[src/nic_pkg.sv]
package nic_pkg;
    localparam int NUM_SRC = 55;
    localparam int LVL_W = 3;
    localparam int IDX_W = 6;
    localparam logic [31:0] PSW_RESET = 32'h0000_0020;
    localparam int PSW_NP_BIT = 7;
    localparam int PSW_EP_BIT = 6;
    localparam int PSW_ID_BIT = 5;
    localparam logic [7:0] IC_RESET = 8'h47;
    localparam int IC_FLAG_BIT = 7;
    localparam int IC_MASK_BIT = 6;
    localparam logic [15:0] IRQ_CODE_BASE = 16'h0080;
    localparam logic [15:0] IRQ_CODE_STEP = 16'h0010;
    localparam logic [15:0] NMI_PIN_CODE = 16'h0010;
    localparam logic [15:0] NMI_WDT_CODE = 16'h0020;
    localparam logic [15:0] ILL_CODE = 16'h0060;
    localparam logic [31:0] NMI_PIN_VEC = 32'h0000_0010;
    localparam logic [31:0] NMI_WDT_VEC = 32'h0000_0020;
    localparam logic [31:0] ILL_VEC = 32'h0000_0060;
    localparam logic [31:0] ILL_PC_ADJ = 32'h0000_0004;
    localparam logic [1:0] WDT_NMI_MODE = 2'h1;
    localparam logic [2:0] SREG_PSW = 3'h0;
    localparam logic [2:0] SREG_NMI_PC = 3'h1;
    localparam logic [2:0] SREG_NMI_PSW = 3'h2;
    localparam logic [2:0] SREG_IRQ_PC = 3'h3;
    localparam logic [2:0] SREG_IRQ_PSW = 3'h4;
    typedef enum logic [1:0] {
        NIC_EDGE_OFF = 2'h0,
        NIC_EDGE_RISE = 2'h1,
        NIC_EDGE_FALL = 2'h2,
        NIC_EDGE_BOTH = 2'h3
    } nic_edge_type;
endpackage : nic_pkg

[src/nic_arb_if.sv]
`timescale 1ns/1ns
interface nic_arb_if #(parameter int N = 55);
    logic [N-1:0] req;
    logic [N-1:0] mask;
    logic [N-1:0][2:0] prio;
    logic win_valid;
    logic [5:0] win_idx;
    logic [2:0] win_lvl;
    modport ctl (output req, output mask, output prio, input win_valid, input win_idx, input win_lvl);
    modport arb (input req, input mask, input prio, output win_valid, output win_idx, output win_lvl);
endinterface : nic_arb_if

[src/nic_controller.sv]
`timescale 1ns/1ns
// Operation
// sources 48-54 map codes 0380H-03E0H, handler equals code
// lower default number wins simultaneous maskables of equal level
// simultaneous watchdog and pin: pin discarded
// non-maskable ignores disable, beats maskables
// pin edge: rise, fall, both, off
// watchdog request only when mode is 01
// pin request during pin service waits for return
// watchdog waits while active flag set
// non-maskable entry saves state, sets flags, vectors
// return with EP0 NP1 restores non-maskable state
// software resets after watchdog service, no return
// active flag bit 7 blocks non-maskables; reset 20H
// 55 sources, each with its own mask
// eight programmable levels, default order breaks ties
// maskable acceptance sets disable flag
// only strictly higher level may nest
// software saves maskable state before nesting
// maskable entry saves state, code, vectors
// masked or blocked requests stay pending
// return with EP0 NP0 restores maskable state
// abandoned instruction: saved PC points at it
// illegal opcode saves instruction address plus 4
// control register: flag7 mask6 level2-0, reset 47H
// request flag cleared on acceptance
// pin synchronised before edge detection
module nic_controller import nic_pkg::*; #(
    parameter int N = NUM_SRC
) (
    // clock and reset
    input wire logic clk_sys,
    input wire logic rst,
    // non-maskable sources
    input wire logic nmi_pin,
    input wire logic [1:0] nmi_edge_sel,
    input wire logic watchdog_overflow_nmi,
    input wire logic [1:0] watchdog_mode,
    // maskable sources
    input wire logic [N-1:0] irq_src,
    // control register port
    input wire logic ic_wr,
    input wire logic [5:0] ic_addr,
    input wire logic [7:0] ic_wdata,
    output logic [7:0] ic_rdata_q,
    // core
    input wire logic [31:0] following_pc,
    input wire logic [31:0] cur_pc,
    input wire logic insn_abandon,
    input wire logic illegal_op,
    input wire logic return_from_trap,
    input wire logic unmask_all_instruction,
    input wire logic mask_all_instruction,
    input wire logic system_reg_load,
    input wire logic [2:0] sreg_sel,
    input wire logic [31:0] sreg_wdata,
    // exception entry
    output logic jump_q,
    output logic [31:0] jump_addr_q,
    output logic [31:0] program_status_word_q,
    output logic [31:0] nmi_saved_pc_q,
    output logic [31:0] nmi_saved_status_q,
    output logic [31:0] irq_saved_pc_q,
    output logic [31:0] irq_saved_status_q,
    output logic [31:0] exception_cause_register_q
);
    nic_arb_if #(.N(N)) arb_if ();

    logic pin_req;
    logic [N-1:0] flag_q;
    logic [N-1:0] mask_q;
    logic [N-1:0][2:0] prio_q;
    logic [7:0] in_service_q;
    logic pin_pend_q;
    logic wdt_pend_q;
    logic pin_svc_q;
    logic wdt_req;
    logic np;
    logic ep;
    logic id;
    logic [3:0] top_lvl;
    logic take_wdt;
    logic take_pin;
    logic take_irq;
    logic take_ill;
    logic ret_nmi;
    logic ret_irq;
    logic [31:0] restored_pc;
    logic [15:0] irq_code;

    // lowest in-service level, 8 when idle
    function automatic logic [3:0] lowest_set(input logic [7:0] v);
        lowest_set = 4'h8;
        for (int k = 7; k >= 0; k--) begin
            if (v[k]) begin
                lowest_set = 4'(k);
            end
        end
    endfunction : lowest_set

    nic_edge_detect u_edge (
        .clk_sys(clk_sys),
        .rst(rst),
        .pin(nmi_pin),
        .edge_sel(nmi_edge_sel),
        .req_q(pin_req)
    );

    nic_arbiter #(.N(N)) u_arb (
        .a(arb_if.arb)
    );

    assign arb_if.req = flag_q;
    assign arb_if.mask = mask_q;
    assign arb_if.prio = prio_q;

    assign np = program_status_word_q[PSW_NP_BIT];
    assign ep = program_status_word_q[PSW_EP_BIT];
    assign id = program_status_word_q[PSW_ID_BIT];
    assign wdt_req = watchdog_overflow_nmi && watchdog_mode == WDT_NMI_MODE;
    assign top_lvl = lowest_set(in_service_q);

    // acceptance decisions
    assign ret_nmi = return_from_trap && !ep && np;
    assign ret_irq = return_from_trap && !ep && !np;
    assign take_wdt = !return_from_trap && wdt_pend_q && !np;
    assign take_pin = !return_from_trap && !take_wdt && pin_pend_q && !np && !pin_svc_q;
    assign take_irq = !return_from_trap && !take_wdt && !take_pin && arb_if.win_valid && !id && !np
        && {1'b0, arb_if.win_lvl} < top_lvl;
    assign take_ill = !return_from_trap && !take_wdt && !take_pin && !take_irq && illegal_op;

    assign restored_pc = insn_abandon ? cur_pc : following_pc;
    assign irq_code = 16'(IRQ_CODE_BASE + IRQ_CODE_STEP * 16'(arb_if.win_idx));

    // pending non-maskable requests
    always_ff @(posedge clk_sys) begin
        if (rst) begin
            wdt_pend_q <= 1'b0;
            pin_pend_q <= 1'b0;
        end else begin
            wdt_pend_q <= wdt_req | (wdt_pend_q & ~take_wdt);
            if (wdt_req && pin_req) begin
                pin_pend_q <= pin_pend_q & ~take_pin;
            end else begin
                pin_pend_q <= pin_req | (pin_pend_q & ~take_pin);
            end
        end
    end

    // pin service tracking
    always_ff @(posedge clk_sys) begin
        if (rst) begin
            pin_svc_q <= 1'b0;
        end else if (take_pin) begin
            pin_svc_q <= 1'b1;
        end else if (ret_nmi) begin
            pin_svc_q <= 1'b0;
        end
    end

    // per-source control registers
    for (genvar i = 0; i < N; i++) begin : g_src
        logic hit;
        assign hit = ic_wr && ic_addr == 6'(i);
        always_ff @(posedge clk_sys) begin
            if (rst) begin
                flag_q[i] <= IC_RESET[IC_FLAG_BIT];
                mask_q[i] <= IC_RESET[IC_MASK_BIT];
                prio_q[i] <= IC_RESET[2:0];
            end else begin
                if (irq_src[i]) begin
                    flag_q[i] <= 1'b1;
                end else if (take_irq && arb_if.win_idx == 6'(i)) begin
                    flag_q[i] <= 1'b0;
                end else if (hit) begin
                    flag_q[i] <= ic_wdata[IC_FLAG_BIT];
                end
                if (hit) begin
                    mask_q[i] <= ic_wdata[IC_MASK_BIT];
                    prio_q[i] <= ic_wdata[2:0];
                end
            end
        end
    end

    // control register read
    always_ff @(posedge clk_sys) begin
        if (rst) begin
            ic_rdata_q <= 8'h00;
        end else if (int'(ic_addr) < N) begin
            ic_rdata_q <= {flag_q[ic_addr], mask_q[ic_addr], 3'h0, prio_q[ic_addr]};
        end else begin
            ic_rdata_q <= 8'h00;
        end
    end

    // in-service levels for nesting
    always_ff @(posedge clk_sys) begin
        if (rst) begin
            in_service_q <= 8'h00;
        end else if (take_irq) begin
            in_service_q[arb_if.win_lvl] <= 1'b1;
        end else if (ret_irq && top_lvl != 4'h8) begin
            in_service_q[top_lvl[2:0]] <= 1'b0;
        end
    end

    // status word
    always_ff @(posedge clk_sys) begin
        if (rst) begin
            program_status_word_q <= PSW_RESET;
        end else if (ret_nmi) begin
            program_status_word_q <= nmi_saved_status_q;
        end else if (ret_irq || (return_from_trap && ep)) begin
            program_status_word_q <= irq_saved_status_q;
        end else if (take_wdt || take_pin) begin
            program_status_word_q[PSW_NP_BIT] <= 1'b1;
            program_status_word_q[PSW_ID_BIT] <= 1'b1;
            program_status_word_q[PSW_EP_BIT] <= 1'b0;
        end else if (take_irq) begin
            program_status_word_q[PSW_ID_BIT] <= 1'b1;
            program_status_word_q[PSW_EP_BIT] <= 1'b0;
        end else if (take_ill) begin
            program_status_word_q[PSW_ID_BIT] <= 1'b1;
            program_status_word_q[PSW_EP_BIT] <= 1'b1;
        end else if (system_reg_load && sreg_sel == SREG_PSW) begin
            program_status_word_q <= sreg_wdata;
        end else if (unmask_all_instruction) begin
            program_status_word_q[PSW_ID_BIT] <= 1'b0;
        end else if (mask_all_instruction) begin
            program_status_word_q[PSW_ID_BIT] <= 1'b1;
        end
    end

    // non-maskable save registers and cause
    always_ff @(posedge clk_sys) begin
        if (rst) begin
            nmi_saved_pc_q <= 32'h0000_0000;
            nmi_saved_status_q <= 32'h0000_0000;
            exception_cause_register_q[31:16] <= 16'h0000;
        end else if (take_wdt || take_pin) begin
            nmi_saved_pc_q <= restored_pc;
            nmi_saved_status_q <= program_status_word_q;
            exception_cause_register_q[31:16] <= take_wdt ? NMI_WDT_CODE : NMI_PIN_CODE;
        end else if (system_reg_load && sreg_sel == SREG_NMI_PC) begin
            nmi_saved_pc_q <= sreg_wdata;
        end else if (system_reg_load && sreg_sel == SREG_NMI_PSW) begin
            nmi_saved_status_q <= sreg_wdata;
        end
    end

    // maskable save registers and cause
    always_ff @(posedge clk_sys) begin
        if (rst) begin
            irq_saved_pc_q <= 32'h0000_0000;
            irq_saved_status_q <= 32'h0000_0000;
            exception_cause_register_q[15:0] <= 16'h0000;
        end else if (take_irq) begin
            irq_saved_pc_q <= restored_pc;
            irq_saved_status_q <= program_status_word_q;
            exception_cause_register_q[15:0] <= irq_code;
        end else if (take_ill) begin
            irq_saved_pc_q <= cur_pc + ILL_PC_ADJ;
            irq_saved_status_q <= program_status_word_q;
            exception_cause_register_q[15:0] <= ILL_CODE;
        end else if (system_reg_load && sreg_sel == SREG_IRQ_PC) begin
            irq_saved_pc_q <= sreg_wdata;
        end else if (system_reg_load && sreg_sel == SREG_IRQ_PSW) begin
            irq_saved_status_q <= sreg_wdata;
        end
    end

    // control transfer to the core
    always_ff @(posedge clk_sys) begin
        if (rst) begin
            jump_q <= 1'b0;
            jump_addr_q <= 32'h0000_0000;
        end else begin
            jump_q <= take_wdt | take_pin | take_irq | take_ill | return_from_trap;
            if (ret_nmi) begin
                jump_addr_q <= nmi_saved_pc_q;
            end else if (return_from_trap) begin
                jump_addr_q <= irq_saved_pc_q;
            end else if (take_wdt) begin
                jump_addr_q <= NMI_WDT_VEC;
            end else if (take_pin) begin
                jump_addr_q <= NMI_PIN_VEC;
            end else if (take_irq) begin
                jump_addr_q <= {16'h0000, irq_code};
            end else if (take_ill) begin
                jump_addr_q <= ILL_VEC;
            end
        end
    end
endmodule : nic_controller

[src/nic_arbiter.sv]
`timescale 1ns/1ns
module nic_arbiter import nic_pkg::*; #(
    parameter int N = NUM_SRC
) (
    nic_arb_if.arb a
);
    // lowest level wins, lowest index breaks ties
    always_comb begin
        a.win_valid = 1'b0;
        a.win_idx = '0;
        a.win_lvl = '1;
        for (int i = 0; i < N; i++) begin
            if (a.req[i] && !a.mask[i] && (!a.win_valid || a.prio[i] < a.win_lvl)) begin
                a.win_valid = 1'b1;
                a.win_idx = 6'(i);
                a.win_lvl = a.prio[i];
            end
        end
    end
endmodule : nic_arbiter

[src/nic_edge_detect.sv]
`timescale 1ns/1ns
module nic_edge_detect import nic_pkg::*; (
    // clock and reset
    input wire logic clk_sys,
    input wire logic rst,
    // pin and setting
    input wire logic pin,
    input wire logic [1:0] edge_sel,
    // request
    output logic req_q
);
    logic sync1_q;
    logic sync2_q;
    logic last_q;
    logic rise;
    logic fall;

    always_ff @(posedge clk_sys) begin
        if (rst) begin
            sync1_q <= 1'b0;
            sync2_q <= 1'b0;
            last_q <= 1'b0;
        end else begin
            sync1_q <= pin;
            sync2_q <= sync1_q;
            last_q <= sync2_q;
        end
    end

    assign rise = sync2_q & ~last_q;
    assign fall = ~sync2_q & last_q;

    always_ff @(posedge clk_sys) begin
        if (rst) begin
            req_q <= 1'b0;
        end else begin
            case (nic_edge_type'(edge_sel))
                NIC_EDGE_RISE: req_q <= rise;
                NIC_EDGE_FALL: req_q <= fall;
                NIC_EDGE_BOTH: req_q <= rise | fall;
                default: req_q <= 1'b0;
            endcase
        end
    end
endmodule : nic_edge_detect

[config.mk]
export PLATFORM = sky130hd
export DESIGN_NAME = nic_controller
export DESIGN_NICKNAME = d
export VERILOG_FILES = /design/src/nic_pkg.sv /design/src/nic_arb_if.sv /design/src/nic_controller.sv /design/src/nic_arbiter.sv /design/src/nic_edge_detect.sv
export SDC_FILE = /design/constraint.sdc
export NUM_CORES = 2
export LEC_CHECK = 0
export BUFFER_PORTS_ARGS = -buffer_cell sky130_fd_sc_hd__buf_2
export CELL_PAD_IN_SITES_DETAIL_PLACEMENT = 1
export CELL_PAD_IN_SITES_GLOBAL_PLACEMENT = 1
export CORE_ASPECT_RATIO = 0.9
export CORE_MARGIN = 2
export CORE_UTILIZATION = 30
export CTS_CLUSTER_DIAMETER = 30
export DETAILED_ROUTE_END_ITERATION = 10
export GPL_TIMING_DRIVEN = 0
export PLACE_DENSITY = 0.7
export SYNTH_ARGS = -nofsm -noshare
export SYNTH_HDL_FRONTEND = slang
export SYNTH_SLANG_ARGS = --single-unit
[constraint.sdc]
create_clock -name clk_sys -period 85 [get_ports clk_sys]
set_input_delay 8.5 -clock clk_sys [delete_from_list [all_inputs] [get_ports clk_sys]]
set_output_delay 8.5 -clock clk_sys [all_outputs]
set_load 0.005 [all_outputs]
==> flow_metrics.env <==
export IMPL_drt_total_wl_um=184000
export IMPL_gr_total_overflow=0
export IMPL_ant_nets=0
export IMPL_slew_headroom=0.0720
export IMPL_yosysMostFrequentCell="nand2_1"
export IMPL_final_nets=5135
export IMPL_cts_setup_buffers=0
export IMPL_p_clk_frac=0.599
export IMPL_drc=0
export IMPL_synthTopCellsByCount="nand2_1 (589), dfxtp_1 (497), nor2_1 (405)"
export IMPL_p_per_area_nw_per_um2=20.7
export IMPL_ff2ff_path_depth=371
export IMPL_netlist_cell_type_count=148
export IMPL_synth_flop_cell="dfxtp_1"
export IMPL_register_area_sq_um=9950
export IMPL_p_int_mw=0.635
export IMPL_skew_ns=0.0782
export IMPL_dieArea_sq_um=118000
export IMPL_tns_ns=0
export IMPL_postCtsHoldBufs=0
export IMPL_grt_first_pass_wirelength_um=267000
export IMPL_postLayoutSetupSlackWorst_ns=9.50
export IMPL_cp_common_cell="ha_1"
export IMPL_core_sq_um=115000
export IMPL_slew_violations=0
export IMPL_holdPathStages=1
export IMPL_end_kind="flip-flop"
export IMPL_status="finished clean"
export IMPL_netlist_area_sq_um=34500
export IMPL_hold_violations=0
export IMPL_tightest_slew_ns=1.39
export IMPL_viasPerCell=5.97
export IMPL_r2r_end="arb_if.req[4]$_SDFFE_PP0P_"
export IMPL_yosys_area_top_type="dfxtp_1"
export IMPL_yosys_area_top_type_share=0.288
export IMPL_cts_tree="built"
export IMPL_fillers=13900
export IMPL_gp_congestion=1.02
export IMPL_start_util=0.301
export IMPL_seq_area_frac_synth=0.288
export IMPL_htree_levels=4
export IMPL_hold_path_class="reg2reg"
export IMPL_port_buffers=373
export IMPL_cts_clk_slew_worst_paths_ns=0.04
export IMPL_period_share=0.888
export IMPL_yosysWarnings=0
export IMPL_hpwl_um=142000
export IMPL_grt_pass1_vias=39000
export IMPL_rsz0062_at_grt="no"
export IMPL_wire_per_inst_um=28.3
export IMPL_pwr_share_comb=0.115
export IMPL_drtPass1Iterations=8
export IMPL_synthTopCellsByArea="dfxtp_1 (29%), mux2i_1 (6.8%), nand2_1 (6.4%)"
export IMPL_fmax_mhz=13.2
export IMPL_cts_resized=0
export IMPL_cp_max_fo=10
export IMPL_layout_drive_gt1_share=0.193
export IMPL_hp_start="u_edge.sync1_q$_SDFF_PP0_"
export IMPL_slowest_delay_ns=0.80
export IMPL_setup_viol=0
export IMPL_drv_cap=0
export IMPL_synth_seq_cells=497
export IMPL_dieHeight_um=326
export IMPL_cts_buffer_depth=3
export IMPL_syn_inst=4355
export IMPL_p_leak_nw=18.3
export IMPL_period_needed_ns=75.50
export IMPL_die_w_um=362
export IMPL_pwr_share_seq=0.285
export IMPL_place_area_sq_um=38400
export IMPL_switching_share=0.291
export IMPL_crit_slowest_cell="nor2_1"
export IMPL_grt_max_degree=17
export IMPL_start_kind="flip-flop"
export IMPL_critical_path_arrival_ns=76.08
export IMPL_final_util=0.377
export IMPL_crit_required_ns=85.57
export IMPL_clockRootBuffer="clkbuf_16"
export IMPL_drt_initial_drc_count=3613
export IMPL_clock_latency_ns=0.79
export IMPL_stdcell_area_sq_um=43200
export IMPL_synth_edf_count=0
export IMPL_path_class="reg2reg"
export IMPL_rrSetupSlack_ns=9.50
export IMPL_hold_end="u_edge.sync2_q$_SDFF_PP0_"
export IMPL_r2r_start="arb_if.req[0]$_SDFFE_PP0P_"
export IMPL_p_sw_mw=0.260
export IMPL_vdd_ir_drop_max_mv=0.0205
export IMPL_antenna_found_initial=26
export IMPL_ioPinCount=416
export IMPL_async_flop_share=0
export IMPL_area_delta_synth_final_pct=25.2
export IMPL_clkSinkCount=497
export IMPL_syn_avg_cell_area_sq_um=7.93
export IMPL_numCtsBuffers=136
export IMPL_via_count=38900
export IMPL_multiInputGateArea_sq_um=22600
export IMPL_dp_slack_ns=11.00
export IMPL_num_rows=118
export IMPL_grtUsageTotal=0.302
==> sequential cells by signal (all words and copies together) (netlist names), 5 cells and up <==
register,count
arb_if.prio,165
exception_cause_register_q,9
in_service_q,8
nmi_saved_status_q,32
arb_if.req,55
nmi_saved_pc_q,32
irq_saved_pc_q,32
arb_if.mask,55
jump_addr_q,32
program_status_word_q,32
irq_saved_status_q,32
ic_rdata_q,5
==> power groups by stage <==
| stage | logic, mW | clock network (mW) | registers [mW] |
|---|---|---|---|
| 2_1_floorplan | 0.0536 | 0 | 0.255 |
| 4_1_cts | 0.100 | 0.536 | 0.255 |
| 3_3_place_gp | 0.0970 | 0 | 0.258 |
| 3_5_place_dp | 0.0988 | 0 | 0.258 |
| 6_report | 0.103 | 0.536 | 0.255 |
| 5_1_grt | 0.108 | 0.551 | 0.256 |
==> critical path: cells and delay by family (launching register included) <==
kind | cells | cell delay, ns
AO/OA/AOI/OAI | 138 | 30.51
multiplexers | 26 | 7.65
buffers and inverters | 39 | 4.34
adder cells (fa/ha/maj) | 53 | 13.63
flip-flops | 1 | 0.41
AND/OR/NAND/NOR | 115 | 18.62
==> per-stage QoR <==
stage / cells / total power, mW / hold slack [ns]
after global placement: 6253 / 0.355 / 0.439
after floorplan: 4380 / 0.308 / 0.414
after CTS: 6498 / 0.890 / 0.460
after global routing: 6504 / 0.915 / 0.483
final: 6507 / 0.895 / 0.458
after detailed placement: 6253 / 0.357 / 0.436
==> routing by layer <==
metal  up-vias  part of all wire  GRT usage
met4        30             0.057      0.166
met3       499              0.11     0.0960
met2      2093              0.43      0.463
met5         -            0.0011          0
li1      17000                 -          -
met1     19300              0.40      0.376
==> layout make-up <==
| type | instances | share of cell area |
|---|---|---|
| clock inverters | 64 | 0.0226 |
| well taps | 1500 | 0.0434 |
| clock buffers | 181 | 0.0890 |
| diodes | 9 | 0.000521 |
| plain buffers | 318 | 0.0343 |
| flip-flops and latches | 497 | 0.230 |
| inverters | 146 | 0.0127 |
| repair buffers | 373 | 0.0432 |
| multi-input cells | 3419 | 0.524 |
==> worst max path at each step <==
stage	slack, ns	endpoint	start	depth (start not counted)
after floorplan	23.13	irq_saved_pc_q[6]$_SDFFE_PP0P_	arb_if.mask[0]$_SDFFE_PP1P_	369
final	9.50	arb_if.req[4]$_SDFFE_PP0P_	arb_if.req[0]$_SDFFE_PP0P_	371
after CTS	10.37	arb_if.req[9]$_SDFFE_PP0P_	arb_if.prio[1]$_SDFFE_PP1P_	369
after detailed placement	11.00	arb_if.req[9]$_SDFFE_PP0P_	arb_if.req[0]$_SDFFE_PP0P_	369
after global placement	12.18	arb_if.req[9]$_SDFFE_PP0P_	arb_if.req[0]$_SDFFE_PP0P_	366
after global routing	3.16	arb_if.req[9]$_SDFFE_PP0P_	arb_if.prio[1]$_SDFFE_PP1P_	370
==> kinds of logic after synthesis <==
logic type | count (synthesis) | synth area share
and+or+nand+nor | 1879 | 0.257
AOI/OAI and AO/OA | 1029 | 0.218
DFF | 497 | 0.288
buffers and inverters | 464 | 0.0588
muxes | 396 | 0.148
adders and majority gates | 68 | 0.0241
xor gates and xnor gates | 21 | 0.00533
other | 1 | 0.000109
==> layout by cell type (no fill, tap or decap), drive strengths merged, types with 92 or more instances in the layout <==
master / netlist / routed
nand2b: 92 / 92
a211oi: 160 / 160
inv: 146 / 147
nand2: 589 / 589
clkbuf: 203 / 384
o21ai: 175 / 175
nor3: 123 / 123
nor2: 408 / 408
dfxtp: 497 / 497
buf: 110 / 483
mux2i: 235 / 235
a21oi: 196 / 196
nand3: 380 / 380
(Power assumes the default switching activity.)
